## config.mk

```make
export PLATFORM = sky130hd
export DESIGN_NAME = host_uart
export DESIGN_NICKNAME = d
export VERILOG_FILES = /design/src/hw/link_pkg.sv /design/src/hw/link_rx.sv /design/src/hw/link_tx.sv /design/src/hw/host_uart.sv
export SDC_FILE = /design/constraint.sdc
export NUM_CORES = 1
export LEC_CHECK = 0
export ABC_AREA = 1
export BUFFER_PORTS_ARGS = -buffer_cell sky130_fd_sc_hd__buf_2
export CORE_AREA = 2 2 188 190
export DETAILED_ROUTE_END_ITERATION = 10
export DIE_AREA = 0 0 190 192
export GPL_TIMING_DRIVEN = 0
export PLACE_DENSITY = 0.44
export SYNTH_ARGS = -nofsm -noshare
export SYNTH_HDL_FRONTEND = slang
export SYNTH_SLANG_ARGS = --single-unit
```

## constraint.sdc

```tcl
create_clock -name clk -period 3 [get_ports clk]
set_input_delay 0.15 -clock clk [delete_from_list [all_inputs] [get_ports clk]]
set_output_delay 0.15 -clock clk [all_outputs]
set_load 0.05 [all_outputs]
```

## src/hw/link_pkg.sv

```systemverilog
// shared constants, carriers and decoders of the host serial link
// assumes one 250 MHz core clock and synchronous active-high reset
package link_pkg;
  localparam int CLK_HZ = 250_000_000;
  localparam int FAST_BAUD = 1_000_000;
  localparam int SLOW_BAUD = 250_000;
  localparam int FAST_BIT_CYC = CLK_HZ / FAST_BAUD;
  localparam int SLOW_BIT_CYC = CLK_HZ / SLOW_BAUD;
  localparam int CNT_W = 10;
  localparam int CLEAR_LOW_BITS = 12;
  localparam int ADDR_W = 6;
  localparam int FRAME_TYPE_BIT = 7;
  localparam int REQ_HI = 6;
  localparam int REQ_LO = 4;
  localparam int SIZE_HI = 2;
  localparam int SIZE_LO = 0;
  localparam int REG_HI_POS = 1;
  localparam int REG_LO_POS = 2;
  localparam int REG_ADDR_BYTES = 2;
  localparam int CRC_BYTES = 2;

  typedef enum logic [2:0] {
    REQ_SINGLE_READ = 3'h0, REQ_SINGLE_WRITE = 3'h1, REQ_STACK_READ = 3'h2,
    REQ_STACK_WRITE = 3'h3, REQ_BCAST_READ = 3'h4, REQ_BCAST_WRITE = 3'h5,
    REQ_BCAST_WRITE_REV = 3'h6, REQ_RESERVED = 3'h7
  } req_t;

  typedef struct packed {
    logic multidrop_en;
    logic stack_member_select;
    logic two_stop_en;
    logic debug_mode;
    logic slow_baud_sel;
    logic [7:0] tx_hold_off;
    logic [ADDR_W-1:0] dev_addr;
  } cfg_t;

  typedef struct packed {
    logic stop_error_flag;
    logic clear_detected_flag;
    logic waiting_to_send_debug;
    logic clear_during_send_debug;
  } fault_t;

  typedef struct packed {
    req_t req;
    logic has_addr;
    logic [ADDR_W-1:0] addr;
    logic [15:0] reg_addr;
    logic [3:0] data_count;
  } cmd_t;

  localparam fault_t FAULT_RESET = 4'h0;

  function automatic logic req_has_addr(req_t r);
    return r == REQ_SINGLE_READ || r == REQ_SINGLE_WRITE;
  endfunction

  function automatic logic req_is_read(req_t r);
    return r == REQ_SINGLE_READ || r == REQ_STACK_READ || r == REQ_BCAST_READ;
  endfunction

  function automatic logic [CNT_W-1:0] bit_cycles(logic debug_mode, logic slow_sel);
    return (debug_mode && slow_sel) ? CNT_W'(SLOW_BIT_CYC) : CNT_W'(FAST_BIT_CYC);
  endfunction
endpackage

```

## src/hw/link_rx.sv

```systemverilog
// serial receiver: start edge, mid-bit sampling, stop check, long-low clear
// assumes rx_line synchronous to clk and bit_cyc stable during a byte
module link_rx #(
  parameter int CLEAR_BITS = link_pkg::CLEAR_LOW_BITS
) (
  input wire logic clk,
  input wire logic srst,
  input wire logic rx_line,
  input wire logic [link_pkg::CNT_W-1:0] bit_cyc,
  input wire logic flush,
  output logic byte_valid,
  output logic [7:0] byte_data,
  output logic stop_err,
  output logic clear_seen
);
  typedef enum logic [2:0] {
    RX_IDLE = 3'b000, RX_START = 3'b001, RX_DATA = 3'b010, RX_STOP = 3'b011, RX_WAIT = 3'b100
  } rx_state_t;
  typedef struct packed {
    rx_state_t st;
    logic [link_pkg::CNT_W-1:0] cnt;
    logic [2:0] bitn;
    logic [7:0] shreg;
    logic [link_pkg::CNT_W-1:0] low_cyc;
    logic [4:0] low_bits;
    logic valid;
    logic err;
    logic clr;
  } rx_t;
  rx_t q, d;
  logic bit_end;

  if (CLEAR_BITS <= 10 || CLEAR_BITS > 31) begin
    $error("CLEAR_BITS must lie in 11..31");
  end

  always_comb begin
    d = q;
    d.valid = 1'b0;
    d.err = 1'b0;
    d.clr = 1'b0;
    bit_end = q.cnt == bit_cyc - 1'b1;
    d.cnt = bit_end ? '0 : q.cnt + 1'b1;
    unique case (q.st)
      RX_IDLE: begin
        d.cnt = '0;
        // RULE25 falling start edge
        if (!rx_line) d.st = RX_START;
      end
      RX_START: begin
        if (q.cnt == (bit_cyc >> 1)) begin
          d.cnt = '0;
          d.bitn = 3'h0;
          d.st = rx_line ? RX_IDLE : RX_DATA;
        end
      end
      RX_DATA: begin
        if (bit_end) begin
          // RULE25 centre sample, lsb first
          d.shreg = {rx_line, q.shreg[7:1]};
          d.bitn = q.bitn + 3'h1;
          if (q.bitn == 3'h7) d.st = RX_STOP;
        end
      end
      RX_STOP: begin
        if (bit_end) begin
          // RULE3 one stop bit ends the byte
          d.valid = rx_line;
          // RULE4 stop sampled low
          d.err = !rx_line;
          d.st = rx_line ? RX_IDLE : RX_WAIT;
        end
      end
      RX_WAIT: if (rx_line) d.st = RX_IDLE;
      default: d.st = RX_WAIT;
    endcase
    // RULE15 clear seen in any state
    if (rx_line) begin
      d.low_cyc = '0;
      d.low_bits = '0;
    end else if (q.low_bits != 5'(CLEAR_BITS)) begin
      d.low_cyc = (q.low_cyc == bit_cyc - 1'b1) ? '0 : q.low_cyc + 1'b1;
      if (q.low_cyc == bit_cyc - 1'b1) begin
        d.low_bits = q.low_bits + 5'h1;
        if (q.low_bits == 5'(CLEAR_BITS - 1)) begin
          d.clr = 1'b1;
          d.st = RX_WAIT;
        end
      end
    end
    // flush waits for idle line, then hunts a fresh start
    if (flush) begin
      d.st = RX_WAIT;
      d.valid = 1'b0;
    end
  end

  always_ff @(posedge clk) begin
    if (srst) q <= '0;
    else q <= d;
  end

  assign byte_valid = q.valid;
  assign byte_data = q.shreg;
  assign stop_err = q.err;
  assign clear_seen = q.clr;
endmodule

```

## src/hw/link_tx.sv

```systemverilog
// serial transmitter: 8 data bits lsb first, one or two stop bits
// assumes start is a one-cycle pulse given only while idle
module link_tx (
  input wire logic clk,
  input wire logic srst,
  input wire logic [link_pkg::CNT_W-1:0] bit_cyc,
  input wire logic two_stop,
  input wire logic start,
  input wire logic [7:0] data,
  input wire logic abort,
  output logic tx_line,
  output logic done
);
  typedef enum logic [2:0] {
    TX_IDLE = 3'b000, TX_START = 3'b001, TX_DATA = 3'b010, TX_STOP1 = 3'b011, TX_STOP2 = 3'b100
  } tx_state_t;
  typedef struct packed {
    tx_state_t st;
    logic [link_pkg::CNT_W-1:0] cnt;
    logic [2:0] bitn;
    logic [7:0] shreg;
    logic line;
    logic done;
  } tx_t;
  tx_t q, d;
  logic bit_end;

  always_comb begin
    d = q;
    d.done = 1'b0;
    bit_end = q.cnt == bit_cyc - 1'b1;
    d.cnt = bit_end ? '0 : q.cnt + 1'b1;
    unique case (q.st)
      TX_IDLE: begin
        d.cnt = '0;
        d.line = 1'b1;
        if (start) begin
          d.shreg = data;
          d.line = 1'b0;
          d.st = TX_START;
        end
      end
      TX_START: begin
        if (bit_end) begin
          d.bitn = 3'h0;
          d.line = q.shreg[0];
          d.st = TX_DATA;
        end
      end
      TX_DATA: begin
        if (bit_end) begin
          d.bitn = q.bitn + 3'h1;
          d.shreg = q.shreg >> 1;
          d.line = (q.bitn == 3'h7) ? 1'b1 : q.shreg[1];
          if (q.bitn == 3'h7) d.st = TX_STOP1;
        end
      end
      TX_STOP1: begin
        if (bit_end) begin
          // RULE8 second stop bit on request
          d.st = two_stop ? TX_STOP2 : TX_IDLE;
          d.done = !two_stop;
        end
      end
      TX_STOP2: begin
        if (bit_end) begin
          d.st = TX_IDLE;
          d.done = 1'b1;
        end
      end
      default: d.st = TX_IDLE;
    endcase
    // RULE7 clear cuts the byte short
    if (abort) begin
      d.st = TX_IDLE;
      d.line = 1'b1;
      d.done = 1'b0;
    end
  end

  always_ff @(posedge clk) begin
    if (srst) begin
      q <= '0;
      q.line <= 1'b1;
    end else begin
      q <= d;
    end
  end

  assign tx_line = q.line;
  assign done = q.done;
endmodule

```

## src/hw/host_uart.sv

```systemverilog
// base-device host serial link: framing, clear recovery, response turnaround
// assumes the core supplies response bytes on request and reads faults as ports
// Function
// RULE1: multidrop bit set means standalone unit; clear means base or stack in chain.
// RULE2: chain devices carry a six-bit address, so at most 64 per chain.
// RULE3: bytes are 8-N-1: low start, eight data bits, one stop, no parity.
// RULE4: a stop bit sampled low sets the stop error flag.
// RULE5: 1 Mbps by default; 250 kbps only with debug mode enabled.
// RULE6: a stack member keeps its transmitter off; only the base answers the host.
// RULE7: half duplex: received bytes ignored while sending, but clear aborts at once.
// RULE8: two-stop enable adds a second stop bit; receiver takes one or more.
// RULE9: stack members use the two-stop enable to size inter-frame gaps.
// RULE10: after the last received bit, wait hold-off bit periods before sending.
// RULE11: host that talks over a response must follow with a clear.
// RULE12: clear flushes the receiver; the next byte starts a new frame.
// RULE13: clear sets the clear-detected flag and also the stop error flag.
// RULE14: host holds clear under its maximum and waits the minimum afterwards.
// RULE15: clear acts on the receive pin only and is accepted at any time.
// RULE16: wake tone flushes receiver; sets clear flag, plus stop error when active.
// RULE17: clear during a read response discards it and sets a debug bit by timing.
// RULE18: in multidrop the host sends a clear before every command frame.
// RULE19: send only in answer to a received read command.
// RULE20: host waits for all responses or a timeout before the next command.
// RULE21: stack read and write are answered only by stack members.
// RULE22: frame order: init, address, register high, low, data, checksum high then low.
// RULE23: init bit 7 marks command; bits 6..4 request; bits 2..0 count minus one.
// RULE24: address byte only in single-device commands; always in responses.
// RULE25: receiver finds the start edge and samples each bit at its centre.
module host_uart #(
  parameter int CLEAR_BITS = link_pkg::CLEAR_LOW_BITS
) (
  input wire logic clk,
  input wire logic srst,
  input wire logic rx_line,
  output logic tx_line,
  output logic tx_enable,
  input wire link_pkg::cfg_t cfg,
  input wire link_pkg::fault_t fault_clear,
  input wire logic wake_tone,
  input wire logic asleep,
  input wire logic resp_valid,
  input wire logic [7:0] resp_data,
  input wire logic resp_last,
  output logic resp_ready,
  output logic resp_abort,
  output logic rx_byte_valid,
  output logic [7:0] rx_byte,
  output logic rx_sof,
  output logic cmd_valid,
  output link_pkg::cmd_t cmd,
  output logic cmd_for_me,
  output link_pkg::fault_t faults,
  output logic frame_gap_busy
);
  typedef enum logic [1:0] {
    RS_IDLE = 2'b00, RS_HOLD = 2'b01, RS_WANT = 2'b10, RS_SEND = 2'b11
  } resp_state_t;

  typedef struct packed {
    resp_state_t rs;
    logic in_frame;
    logic [3:0] pos;
    logic [3:0] left;
    link_pkg::cmd_t cmd;
    logic [link_pkg::CNT_W-1:0] hold_cyc;
    logic [7:0] hold_bits;
    logic last;
    logic tx_start;
    logic [7:0] tx_data;
    logic tx_abort;
    link_pkg::fault_t faults;
    logic rx_byte_valid;
    logic [7:0] rx_byte;
    logic rx_sof;
    logic cmd_valid;
    logic cmd_for_me;
    logic resp_ready;
    logic resp_abort;
    logic tx_enable;
    logic [link_pkg::CNT_W-1:0] gap_cyc;
    logic [1:0] gap_bits;
    logic gap_busy;
  } state_t;

  state_t s_q, s_d;
  logic [link_pkg::CNT_W-1:0] bit_cyc;
  logic rx_valid;
  logic [7:0] rx_data;
  logic rx_stop_err;
  logic rx_clear;
  logic tx_done;
  logic flush_ev;
  logic [3:0] idx;
  logic [3:0] ri;
  logic [3:0] count;
  link_pkg::req_t req;
  logic has_addr;

  if (CLEAR_BITS <= 10 || CLEAR_BITS > 31) begin
    $error("CLEAR_BITS must lie in 11..31");
  end

  // decides whether a finished command frame targets this device
  function automatic logic addressed(link_pkg::cmd_t c, link_pkg::cfg_t g);
    logic hit;
    hit = 1'b0;
    unique case (c.req)
      link_pkg::REQ_SINGLE_READ, link_pkg::REQ_SINGLE_WRITE: hit = c.addr == g.dev_addr;
      link_pkg::REQ_STACK_READ, link_pkg::REQ_STACK_WRITE: hit = g.stack_member_select && !g.multidrop_en;
      link_pkg::REQ_BCAST_READ, link_pkg::REQ_BCAST_WRITE: hit = 1'b1;
      link_pkg::REQ_BCAST_WRITE_REV: hit = !g.multidrop_en;
      link_pkg::REQ_RESERVED: hit = 1'b0;
    endcase
    return hit;
  endfunction

  // RULE5 slow rate gated by debug mode
  assign bit_cyc = link_pkg::bit_cycles(cfg.debug_mode, cfg.slow_baud_sel);

  link_rx #(
    .CLEAR_BITS(CLEAR_BITS)
  ) u_rx (
    .clk(clk),
    .srst(srst),
    .rx_line(rx_line),
    .bit_cyc(bit_cyc),
    .flush(wake_tone),
    .byte_valid(rx_valid),
    .byte_data(rx_data),
    .stop_err(rx_stop_err),
    .clear_seen(rx_clear)
  );

  link_tx u_tx (
    .clk(clk),
    .srst(srst),
    .bit_cyc(bit_cyc),
    .two_stop(cfg.two_stop_en),
    .start(s_q.tx_start),
    .data(s_q.tx_data),
    .abort(s_q.tx_abort),
    .tx_line(tx_line),
    .done(tx_done)
  );

  assign flush_ev = rx_clear || wake_tone;
  assign req = link_pkg::req_t'(rx_data[link_pkg::REQ_HI:link_pkg::REQ_LO]);
  assign has_addr = link_pkg::req_has_addr(req);
  assign count = {1'b0, rx_data[link_pkg::SIZE_HI:link_pkg::SIZE_LO]} + 4'h1;
  assign idx = s_q.pos + 4'h1;
  assign ri = idx - {3'h0, s_q.cmd.has_addr};

  always_comb begin
    s_d = s_q;
    s_d.rx_byte_valid = 1'b0;
    s_d.rx_sof = 1'b0;
    s_d.cmd_valid = 1'b0;
    s_d.tx_start = 1'b0;
    s_d.tx_abort = 1'b0;
    s_d.resp_abort = 1'b0;
    // RULE1 chain side off in multidrop
    // RULE6 stack member keeps transmitter off
    s_d.tx_enable = cfg.multidrop_en || !cfg.stack_member_select;

    // software clear first so a same-cycle event still lands
    s_d.faults = s_q.faults & ~fault_clear;
    // RULE4 missing stop bit
    if (rx_stop_err) s_d.faults.stop_error_flag = 1'b1;

    if (flush_ev) begin
      // RULE13 clear raises both flags
      if (rx_clear) begin
        s_d.faults.clear_detected_flag = 1'b1;
        s_d.faults.stop_error_flag = 1'b1;
      end
      // RULE16 wake tone flags by mode
      if (wake_tone) begin
        s_d.faults.clear_detected_flag = 1'b1;
        if (!asleep) s_d.faults.stop_error_flag = 1'b1;
      end
      // RULE12 next byte is start of frame
      s_d.in_frame = 1'b0;
      s_d.pos = 4'h0;
      s_d.left = 4'h0;
      // RULE17 pending answer dropped, timing noted
      if (s_q.rs == RS_HOLD) s_d.faults.waiting_to_send_debug = 1'b1;
      if (s_q.rs == RS_WANT || s_q.rs == RS_SEND) s_d.faults.clear_during_send_debug = 1'b1;
      // RULE7 clear aborts the transfer
      if (s_q.rs != RS_IDLE) begin
        s_d.resp_abort = 1'b1;
        s_d.tx_abort = 1'b1;
      end
      s_d.rs = RS_IDLE;
      s_d.resp_ready = 1'b0;
    end else if (rx_valid && s_q.rs == RS_IDLE) begin
      // RULE7 bytes only heard when not answering
      s_d.rx_byte_valid = 1'b1;
      s_d.rx_byte = rx_data;
      if (!s_q.in_frame) begin
        // RULE23 command bit and length
        if (rx_data[link_pkg::FRAME_TYPE_BIT]) begin
          s_d.rx_sof = 1'b1;
          s_d.in_frame = 1'b1;
          s_d.pos = 4'h0;
          s_d.cmd = '0;
          s_d.cmd.req = req;
          // RULE24 address byte only for single device
          s_d.cmd.has_addr = has_addr;
          s_d.cmd.data_count = count;
          // RULE22 fixed byte order after init
          s_d.left = 4'(has_addr) + 4'(link_pkg::REG_ADDR_BYTES) + count + 4'(link_pkg::CRC_BYTES);
        end
      end else begin
        s_d.pos = idx;
        s_d.left = s_q.left - 4'h1;
        // RULE2 six-bit device address
        if (s_q.cmd.has_addr && idx == 4'h1) s_d.cmd.addr = rx_data[link_pkg::ADDR_W-1:0];
        // RULE22 register address high then low
        if (ri == 4'(link_pkg::REG_HI_POS)) s_d.cmd.reg_addr[15:8] = rx_data;
        if (ri == 4'(link_pkg::REG_LO_POS)) s_d.cmd.reg_addr[7:0] = rx_data;
        if (s_q.left == 4'h1) begin
          s_d.in_frame = 1'b0;
          s_d.cmd_valid = 1'b1;
          // RULE21 stack commands need stack member bit
          s_d.cmd_for_me = addressed(s_d.cmd, cfg);
          // RULE9 inter-frame gap from stop count
          s_d.gap_busy = 1'b1;
          s_d.gap_cyc = '0;
          s_d.gap_bits = cfg.two_stop_en ? 2'h2 : 2'h1;
          // RULE19 only a read addressed here answers
          if (addressed(s_d.cmd, cfg) && link_pkg::req_is_read(s_d.cmd.req) && s_d.tx_enable) begin
            s_d.rs = RS_HOLD;
            s_d.hold_cyc = '0;
            s_d.hold_bits = 8'h00;
          end
        end
      end
    end else begin
      unique case (s_q.rs)
        RS_IDLE: s_d.resp_ready = 1'b0;
        RS_HOLD: begin
          // RULE10 hold-off in bit periods
          if (s_q.hold_bits == cfg.tx_hold_off) begin
            s_d.rs = RS_WANT;
            s_d.resp_ready = 1'b1;
          end else if (s_q.hold_cyc == bit_cyc - 1'b1) begin
            s_d.hold_cyc = '0;
            s_d.hold_bits = s_q.hold_bits + 8'h01;
          end else begin
            s_d.hold_cyc = s_q.hold_cyc + 1'b1;
          end
        end
        RS_WANT: begin
          if (resp_valid && s_q.resp_ready) begin
            s_d.tx_start = 1'b1;
            s_d.tx_data = resp_data;
            s_d.last = resp_last;
            s_d.resp_ready = 1'b0;
            s_d.rs = RS_SEND;
          end
        end
        RS_SEND: begin
          if (tx_done) begin
            s_d.rs = s_q.last ? RS_IDLE : RS_WANT;
            s_d.resp_ready = !s_q.last;
          end
        end
      endcase
    end

    // gap timer only runs between frames, never blocks the host
    if (s_q.gap_busy && !(rx_valid && s_q.left == 4'h1)) begin
      if (s_q.gap_cyc == bit_cyc - 1'b1) begin
        s_d.gap_cyc = '0;
        s_d.gap_bits = s_q.gap_bits - 2'h1;
        if (s_q.gap_bits == 2'h1) s_d.gap_busy = 1'b0;
      end else begin
        s_d.gap_cyc = s_q.gap_cyc + 1'b1;
      end
    end
  end

  always_ff @(posedge clk) begin
    if (srst) begin
      s_q <= '0;
      s_q.faults <= link_pkg::FAULT_RESET;
    end else begin
      s_q <= s_d;
    end
  end

  assign tx_enable = s_q.tx_enable;
  assign resp_ready = s_q.resp_ready;
  assign resp_abort = s_q.resp_abort;
  assign rx_byte_valid = s_q.rx_byte_valid;
  assign rx_byte = s_q.rx_byte;
  assign rx_sof = s_q.rx_sof;
  assign cmd_valid = s_q.cmd_valid;
  assign cmd = s_q.cmd;
  assign cmd_for_me = s_q.cmd_for_me;
  assign faults = s_q.faults;
  assign frame_gap_busy = s_q.gap_busy;
endmodule

```

==> flow_summary.ini, run 1 <==
[detailed_routing]
firstDrtPassIters = 4
vias_per_cell = 4.51
num_vias = 7895
drt_iter0_markers = 414
avgRoutedWirePerCell_um = 13.7
drc = 0
wl_mm = 24.0
ant_nets = 0

[timing]
rsz0062_at_grt = no
fin_tns_setup_ps = 0
setup_viol = 0
finalHoldViolations = 0
finalHoldWorstSlack_ps = 16.2
slew_violations = 0
max_freq_mhz = 379
maxSlewHeadroom = 0.361
timing.final.crit_share = 0.879
skew_ps = 11.1
period_needed_ps = 2640
worst_pin_slew_ps = 959

[floorplan]
row_count = 68
die_area_um2 = 36500
start_util = 0.248
ioPinCount = 89
core_um2 = 34300
die_h_um = 192
die_width_um = 190

[critical_path]
path_buf_inv = 6
cp_max_fo = 10
slowest_stage = dfxtp_1
crit_chain = inv_1 -> ha_1 -> nand2_1 -> clkbuf_2 -> inv_1 -> nand2_1 -> nand2_1 -> inv_2 -> nor2_1 -> o21ai_0 -> inv_2 -> buf_2 -> o21ai_0 -> a21oi_1
start_kind = register
cp-end-kind = register
crit_arrival_ps = 2990
crit_path_max_incr_delay_ps = 350
crit_type = reg2reg
crit_top_cell = nand2_1
worstPathRequired_ps = 3360
cp_top_family = buffers and inverters

[logic_synthesis]
synthTopCellsByCount = nand2_1, dfxtp_1, nor2_1
netlist_instances = 1164
synthesis.nets = 1228
yosysUniqueCellTypes = 49
synth_area_leaders = dfxtp_1, nand2_1, a21oi_1
synthArstFlopShare = 0
ys_ff_latch = 169
synth_ff_type = dfxtp_1
synth_top_area_share = 0.398
synth.most_common_cell = nand2_1
seq_area_frac_synth = 0.398
synth_area_leader_cell = dfxtp_1
syn_area_per_cell_um2 = 7.30
synth_area_um2 = 8500
synth_edf_count = 0
ys_warn_count = 0

[cts]
path_clk_slew_ps = 70
cts_buffers = 17
cts.sinks = 169
cts_setup_buffers = 0
cts_root_buf = clkbuf_16
tritoncts = built
clk_latency_ps = 430
cts_htree_levels = 4
clock_path_buffers = 2

[grt]
grt_util_all_layers = 0.134
grt_antenna_before_repair = 1
grt_pass1_wl_mm = 38.3
overflow = 0
grt_max_degree = 17
grt_pass1_vias = 7226

[power]
p_int_mw = 3.69
combPwrFrac = 0.089
power_switching_mw = 1.31
ir_drop_mv = 0.423
pwr_density_cell_nw_per_um2 = 490
clock_power_share = 0.449
switching_share = 0.262
seqPwrFrac = 0.463
p_leak_nw = 4.08

[final_layout]
area_growth_syn_to_layout_pct = 20.1
nets = 1347
drive_gt1_frac = 0.155
antennaDiodeCount = 0
layout.cells.non_filler = 1750
fin_area_um2 = 10200
finalCoreUtilization = 0.298

[placed_design]
dp_cells = 1707
io_buffers = 88
post_dp_cell_area_um2 = 9510
globalplace.congestion = 0.772
dp_hpwl_mm = 17.9

[worst_hold_path]
min_path_type = in2reg

[run]
cap_violations = 0

[status]
status = finished clean
what timing repair did:
item / in CTS / in global routing
endpoints found under the setup margin: 0 / 9
hold endpoints to repair: 11 / 0
hold buffers: 12 / 0
gates resized for setup: 0 / 2
stage by stage:
step / setup slack, ps / total power [mW]
floorplan: 888 / 2.65
global placement: 123 / 2.80
detailed placement: 121 / 2.80
CTS: 101 / 5.07
global route: 27.9 / 5.22
finish: 364 / 5.00
path summary, 6_finish.rpt:
| kind | from | to | slack (ps) | cells past startpoint |
|---|---|---|---|---|
| max | s_q[101] | cmd[9] | 360 | 14 |
| min | resp_last | s_q[42] | 20 | 3 |
| max reg2reg | s_q[101] | cmd[9] | 360 | 14 |
| min reg2reg | faults[2] | faults[2] | 450 | 2 |
final cells by class:
cell class | instances | area [um^2]
well taps | 455 | 569
flip-flops and latches | 169 | 3380
clock buffers | 22 | 464
repair buffers | 100 | 561
fillers | 3738 | 24100
inverters | 136 | 510
multi-input cells | 790 | 4140
clock inverters | 9 | 116
plain buffers | 69 | 470
layout by cell type (no fill, tap or decap), drive strengths merged, types with 9 or more instances in the layout:
cell type | Yosys | layout
buf | 50 | 138
nor3 | 23 | 23
nand2 | 191 | 191
nand3 | 80 | 80
xor2 | 13 | 13
clkbuf | 19 | 41
inv | 133 | 135
ha | 26 | 26
xnor2 | 14 | 14
nand4 | 14 | 14
o21ai | 79 | 79
nor2 | 146 | 146
a211oi | 9 | 9
nor3b | 10 | 10
dfxtp | 169 | 169
dlygate4sd3 | 0 | 12
a21oi | 119 | 119
or2 | 9 | 9
worst min-delay path, stage by stage:
cell and delay, ps:
buf_2 70, o21ai_0 90, nor2_1 90
power groups by stage:
stage,Combinational (mW),Sequential (mW),Clock (mW)
5_1_grt,0.500,2.32,2.39
4_1_cts,0.447,2.32,2.31
2_1_floorplan,0.274,2.38,0
6_report,0.443,2.32,2.25
3_5_place_dp,0.433,2.37,0
3_3_place_gp,0.435,2.37,0
metal layers:
metal | GRT usage | vias up | wire (um)
li1 | - | 4076 | -
met1 | 0.181 | 3664 | 12000
met2 | 0.215 | 138 | 10800
met3 | 0.0289 | 15 | 962
met4 | 0.0340 | 2 | 238
met5 | 0 | - | 12
flip-flops by register name, indices dropped and copies added (netlist names):
signal           count
u_rx.clear_seen      1
resp_abort           1
faults               4
resp_ready           1
cmd_for_me           1
u_tx.tx_line         1
cmd                 30
u_rx.stop_err        1
frame_gap_busy       1
tx_enable            1
rx_byte_valid        1
u_rx.q              31
u_rx.byte_data       8
u_rx.byte_valid      1
rx_sof               1
cmd_valid            1
u_tx.q              24
s_q                 51
rx_byte              8
u_tx.done            1
cell families after synthesis:
group | synth area share
xor gates and xnor gates | 0.0278
buffers and inverters | 0.115
DFF | 0.398
adders and majority gates | 0.0383
and+or+nand+nor | 0.255
AOI/OAI and AO/OA | 0.166
No activity file was read; power rests on OpenSTA's default activity.
==> run 2: changes to the inputs <==
--- a/config.mk
+++ b/config.mk
@@ -7,11 +7,11 @@
 export LEC_CHECK = 0
 export ABC_AREA = 1
 export BUFFER_PORTS_ARGS = -buffer_cell sky130_fd_sc_hd__buf_2
-export CORE_AREA = 2 2 188 190
+export CORE_AREA = 2 2 125 127
 export DETAILED_ROUTE_END_ITERATION = 10
-export DIE_AREA = 0 0 190 192
+export DIE_AREA = 0 0 127 129
 export GPL_TIMING_DRIVEN = 0
-export PLACE_DENSITY = 0.44
+export PLACE_DENSITY = 0.81
 export SYNTH_ARGS = -nofsm -noshare
 export SYNTH_HDL_FRONTEND = slang
 export SYNTH_SLANG_ARGS = --single-unit
==> run 2 against run 1 <==
  * Die area down 55%
  * Combinational power is 0.9% lower
  * Core utilization grew 36 points
  * Sequential share of layout area rose by 1.2 points
  * Final cell count shrank 15%
  * Critical path type unchanged
  * Register-to-register slack lost 50 ps
  * Clock power is 4% lower
  * Largest power group unchanged
==> flow_summary.ini, run 2 (synthesized netlist as in run 1, its figures left out) <==
[critical_path]
crit_top_cell = nand2_1
path_buf_inv = 6
crit_chain = inv_1 -> ha_1 -> nand2_1 -> clkbuf_1 -> inv_1 -> nand2_1 -> nand2_1 -> inv_2 -> nor2_1 -> o21ai_0 -> inv_2 -> buf_2 -> o21ai_0 -> a21oi_1
crit_arrival_ps = 3010
crit_type = reg2reg
crit_path_max_incr_delay_ps = 420
worstPathRequired_ps = 3320
slowest_stage = clkbuf_1
cp-end-kind = register
start_kind = register
cp_top_family = buffers and inverters
cp_max_fo = 10

[grt]
globalRouteMet2Util = 0.421
grt_util_all_layers = 0.257
grt_antenna_before_repair = 0
overflow = 0
use_met1 = 0.331
grt_pass1_wl_mm = 34.1
grt_pass1_vias = 7297
grt_max_degree = 17
top_usage_layer = met2
met3_usage = 0.0482

[final_layout]
layout_commonest_cell = nand2_1
largest_reg_flops = 51
layout_common_cells = nand2_1, dfxtp_1, nor2_1, inv_1, a21oi_1
largest_register = s_q
fin_area_um2 = 9860
nets = 1346
drive_gt1_frac = 0.155
antennaDiodeCount = 0
area_growth_syn_to_layout_pct = 16.0

[cts]
cts_root_buf = clkbuf_16
cts_buffers = 17
tritoncts = built
cts_htree_levels = 4
clk_latency_ps = 430
cts_setup_buffers = 0
path_clk_slew_ps = 60
clock_path_buffers = 2
cts.sinks = 169
cts_resized = 0
ctsHoldBuffers = 11

[power]
p_leak_nw = 4.07
ir_drop_mv = 0.428
pwr_density_cell_nw_per_um2 = 498

[timing]
setup_viol = 0
fin_tns_setup_ps = 0
maxSlewHeadroom = 0.512
finalHoldViolations = 0
rsz0062_at_grt = no
slew_violations = 0
max_freq_mhz = 372
timing.final.crit_share = 0.895
period_needed_ps = 2690
skew_ps = 7.41
worst_pin_slew_ps = 732

[placed_design]
io_buffers = 88
dp_hpwl_mm = 14.8
post_dp_cell_area_um2 = 9170
globalplace.congestion = 0.907

[floorplan]
start_util = 0.567
row_count = 45
ioPinCount = 89
die_area_um2 = 16400
core_um2 = 15000
die_width_um = 127
die_h_um = 129

[detailed_routing]
drt_iter0_markers = 609
ant_nets = 0
vias_per_cell = 5.42
num_vias = 8034
drc = 0
avgRoutedWirePerCell_um = 13.9
firstDrtPassIters = 6
wl_mm = 20.7

[worst_hold_path]
min_path_type = in2reg

[run]
cap_violations = 0

[status]
status = finished clean
[run 2: area by class of cell]
type / count / area, um^2
Multi-Input combinational cell: 790 / 4140
Timing Repair Buffer: 99 / 551
Buffer: 69 / 469
Clock inverter: 10 / 121
Fill cell: 1263 / 5120
Inverter: 136 / 510
Sequential cell: 169 / 3380
Clock buffer: 21 / 450
Tap cell: 188 / 235
[run 2: routing by layer]
metal / up-vias / part of all wire / routed length [um]
met3: 54 / 0.058 / 1200
met2: 250 / 0.46 / 9550
met1: 3666 / 0.45 / 9300
met4: 0 / 0.030 / 621
li1: 4064 / - / -
met5: - / 0 / 0
[run 2: path summary, 6_finish.rpt]
kind                              startpoint         to  slack, ps  depth (start not counted)
worst max-delay path                s_q[100]     cmd[9]        310                         14
worst min-delay path            resp_data[2]    s_q[35]         10                          3
worst max register to register      s_q[100]     cmd[9]        310                         14
worst min register to register     faults[2]  faults[2]        450                          2
[run 2: stage by stage]
stage | power [mW] | cells | hold WS (ps) | utilization | setup slack, ps
3_5_place_dp | 2.78 | 1440 | 342 | 0.613 | 328
6_report | 4.90 | 1482 | 13.9 | 0.658 | 314
2_1_floorplan | 2.65 | 1164 | 228 | - | 888
3_3_place_gp | 2.78 | 1440 | 338 | 0.613 | 332
5_1_grt | 5.06 | 1482 | 31.5 | 0.658 | 118
4_1_cts | 4.92 | 1482 | 9.48 | 0.658 | 336
[run 2: worst reg2reg max path, stage by stage (launching register included)]
cell      delay, ps
dfxtp_1         380
inv_1            90
ha_1            230
nand2_1         100
clkbuf_1        430
inv_1           190
nand2_1         130
nand2_1         120
inv_2           170
nor2_1          100
o21ai_0         120
inv_2           110
buf_2           190
o21ai_0         160
a21oi_1          60
[run 2: power by group]
group	internal, mW	switching [mW]	leakage [nW]
Clock	1.24	0.903	0.266
Sequential	2.28	0.0324	1.36
Combinational	0.136	0.303	2.44
==> run 3: changes to the inputs <==
--- a/config.mk
+++ b/config.mk
@@ -5,13 +5,13 @@
 export SDC_FILE = /design/constraint.sdc
 export NUM_CORES = 1
 export LEC_CHECK = 0
-export ABC_AREA = 1
+export ABC_AREA = 0
 export BUFFER_PORTS_ARGS = -buffer_cell sky130_fd_sc_hd__buf_2
 export CORE_AREA = 2 2 125 127
 export DETAILED_ROUTE_END_ITERATION = 10
 export DIE_AREA = 0 0 127 129
 export GPL_TIMING_DRIVEN = 0
-export PLACE_DENSITY = 0.81
+export PLACE_DENSITY = 0.82
 export SYNTH_ARGS = -nofsm -noshare
 export SYNTH_HDL_FRONTEND = slang
 export SYNTH_SLANG_ARGS = --single-unit
==> run 3 against run 2 <==
  * Total power down 3.2%
  * First-iteration DRC count grew 8.4%
  * Sequential cell count is the same
  * Global-route usage decreased by 0.14 points
  * Die area stayed put
  * Wire length decreased by 0.22%
  * Maximum frequency shrank 4.4%
  * Worst setup slack lost 120 ps
  * Clock skew hardly changed
  * Combinational power decreased by 64%
  * Final cell count shrank 10%
  * Highest routed layer unchanged
  * Clock power increased by 8%
==> flow_summary.ini, run 3 <==
[timing]
period_needed_ps = 2810
finalHoldViolations = 0
fin_ws_ps = 191
setup_viol = 0
skew_ps = 7.67
max_freq_mhz = 356
worst_pin_slew_ps = 823
timing.final.crit_share = 0.936
finalHoldWorstSlack_ps = 28.5
maxSlewHeadroom = 0.451
slew_violations = 0

[power]
total_power_mw = 4.74
p_leak_nw = 4.09
seqPwrFrac = 0.476
power_switching_mw = 1.09
clock_power_share = 0.490
ir_drop_mv = 0.426
switching_share = 0.229
pwr_density_cell_nw_per_um2 = 473
p_int_mw = 3.66
combPwrFrac = 0.034

[logic_synthesis]
yosysUniqueCellTypes = 76
synthesis.nets = 1071
synth_ff_type = dfxtp_1
ys_warn_count = 0
synthArstFlopShare = 0
synth_edf_count = 0
synthTopCellsByCount = dfxtp_1, nor2_1, nand2_1
synth_area_um2 = 8570
synth_area_leader_cell = dfxtp_1
ys_ff_latch = 169
syn_area_per_cell_um2 = 8.51
netlist_instances = 1007
synth_area_leaders = dfxtp_1, nor2_1, mux2i_1
synth_top_area_share = 0.395
synth.most_common_cell = dfxtp_1
seq_area_frac_synth = 0.395

[final_layout]
nets = 1193
layout_common_cells = dfxtp_1, nor2_1, buf_2, nand2_1, a21oi_1
finalCoreUtilization = 0.670
drive_gt1_frac = 0.179
layout.cells.non_filler = 1330
layout_commonest_cell = dfxtp_1
antennaDiodeCount = 0
area_growth_syn_to_layout_pct = 17.0
largest_register = s_q
largest_reg_flops = 51
fillers = 1191

[status]
status = finished clean

[detailed_routing]
ant_nets = 0
drt_iter0_markers = 660
firstDrtPassIters = 7
num_vias = 7646
wl_mm = 20.6
vias_per_cell = 5.75
avgRoutedWirePerCell_um = 15.5
drc = 0

[worst_hold_path]
hold-path-endpoint = s_q[2]
min_path_type = in2reg
hold_path_depth = 3
hold_path_startpoint = cfg[16]

[floorplan]
die_h_um = 129
core_um2 = 15000
row_count = 45
die_area_um2 = 16400
start_util = 0.572
ioPinCount = 89
die_width_um = 127

[cts]
cts_root_buf = clkbuf_16
tritoncts = built
path_clk_slew_ps = 70
cts.sinks = 169
clock_path_buffers = 2
clk_latency_ps = 440
cts_htree_levels = 4
cts_buffers = 17

[critical_path]
crit_type = reg2reg
start_kind = register
r2r-start = s_q[96]
cp-end-kind = register
worstPathRequired_ps = 3300
r2r_end = s_q[59]
crit_arrival_ps = 3110
r2r_slack_ps = 190
cp_max_fo = 10
r2r_cells = 10

[run]
cap_violations = 0

[placed_design]
place_ws_ps = 89.7
dp_cells = 1283
globalplace.congestion = 0.910
dp_hpwl_mm = 14.7
io_buffers = 88

[grt]
overflow = 0
grt_pass1_wl_mm = 34.0
grt_util_all_layers = 0.255
grt_pass1_vias = 7151
grt_antenna_before_repair = 0
grt_max_degree = 18
[run 3: changes by cell type after synthesis, sizes merged, moves of 13 or more]
cell,delta
mux2i,+36
xor2,+19
nand3,-43
and2,+17
and3,+21
o21ai,-45
nor2b,+13
a21oi,-64
nand2,-108
a311oi,+14
clkbuf,+16
inv,-107
[run 3: cell families after synthesis]
group	after synthesis	share of synthesized area
mux	39	0.0477
simple gates	422	0.244
compound gates	187	0.147
xor+xnor	48	0.0515
fa+ha+maj	26	0.0380
flops	169	0.395
buf+inv	116	0.0768
[run 3: power by group through the flow]
stage | sequential (mW) | combinational (mW) | clock [mW]
after floorplan | 2.31 | 0.0772 | 0
after global placement | 2.31 | 0.142 | 0
after detailed placement | 2.31 | 0.144 | 0
after CTS | 2.26 | 0.158 | 2.34
after global routing | 2.26 | 0.172 | 2.44
final | 2.26 | 0.160 | 2.32
[run 3: per-layer routing]
layer	GRT usage	share of wire
met3	0.0407	0.053
met2	0.428	0.48
met5	0	0
met1	0.334	0.45
met4	0.0976	0.020
[run 3: stage by stage]
stage / area, um^2 / setup TNS (ps)
4_1_cts: 10000 / 0
3_5_place_dp: 9250 / 0
2_1_floorplan: 8570 / 0
5_1_grt: 10000 / -27.3
6_report: 10000 / 0
3_3_place_gp: 9250 / 0
[run 3: worst max path at each step]
| stage | startpoint | end | slack (ps) | cells after the start |
|---|---|---|---|---|
| 2_1_floorplan | s_q[95] | s_q[48] | 520 | 9 |
| 3_3_place_gp | s_q[95] | s_q[59] | 140 | 9 |
| 3_5_place_dp | s_q[95] | s_q[59] | 90 | 9 |
| 4_1_cts | s_q[95] | s_q[59] | 90 | 9 |
| 5_1_grt | s_q[96] | s_q[59] | -30 | 10 |
| 6_report | s_q[96] | s_q[59] | 190 | 10 |
[run 3: cell type report]
cell class,instances,area (um^2),area share
inverters,26,97.6,0.00973
plain buffers,90,561,0.0559
multi-input cells,722,4540,0.453
repair buffers,103,586,0.0584
well taps,188,235,0.0235
flip-flops and latches,169,3380,0.337
clock inverters,15,200,0.0200
clock buffers,17,425,0.0424
[run 3: timing repair]
action                                  4_1_cts  5_1_grt
hold buffers                                 13        0
gates resized for setup                       0        2
setup buffers                                 0        2
endpoints found under the setup margin        0       14
endpoints found under the hold margin        13        0
[run 3: critical path, stage by stage (launching register included)]
cell and delay, ps:
dfxtp_1 450, ha_1 270, xor2_2 120, a211oi_4 370, buf_4 210, mux2i_1 300
xor2_1 290, nand4_1 210, nand2b_1 190, buf_6 160, a311oi_1 90
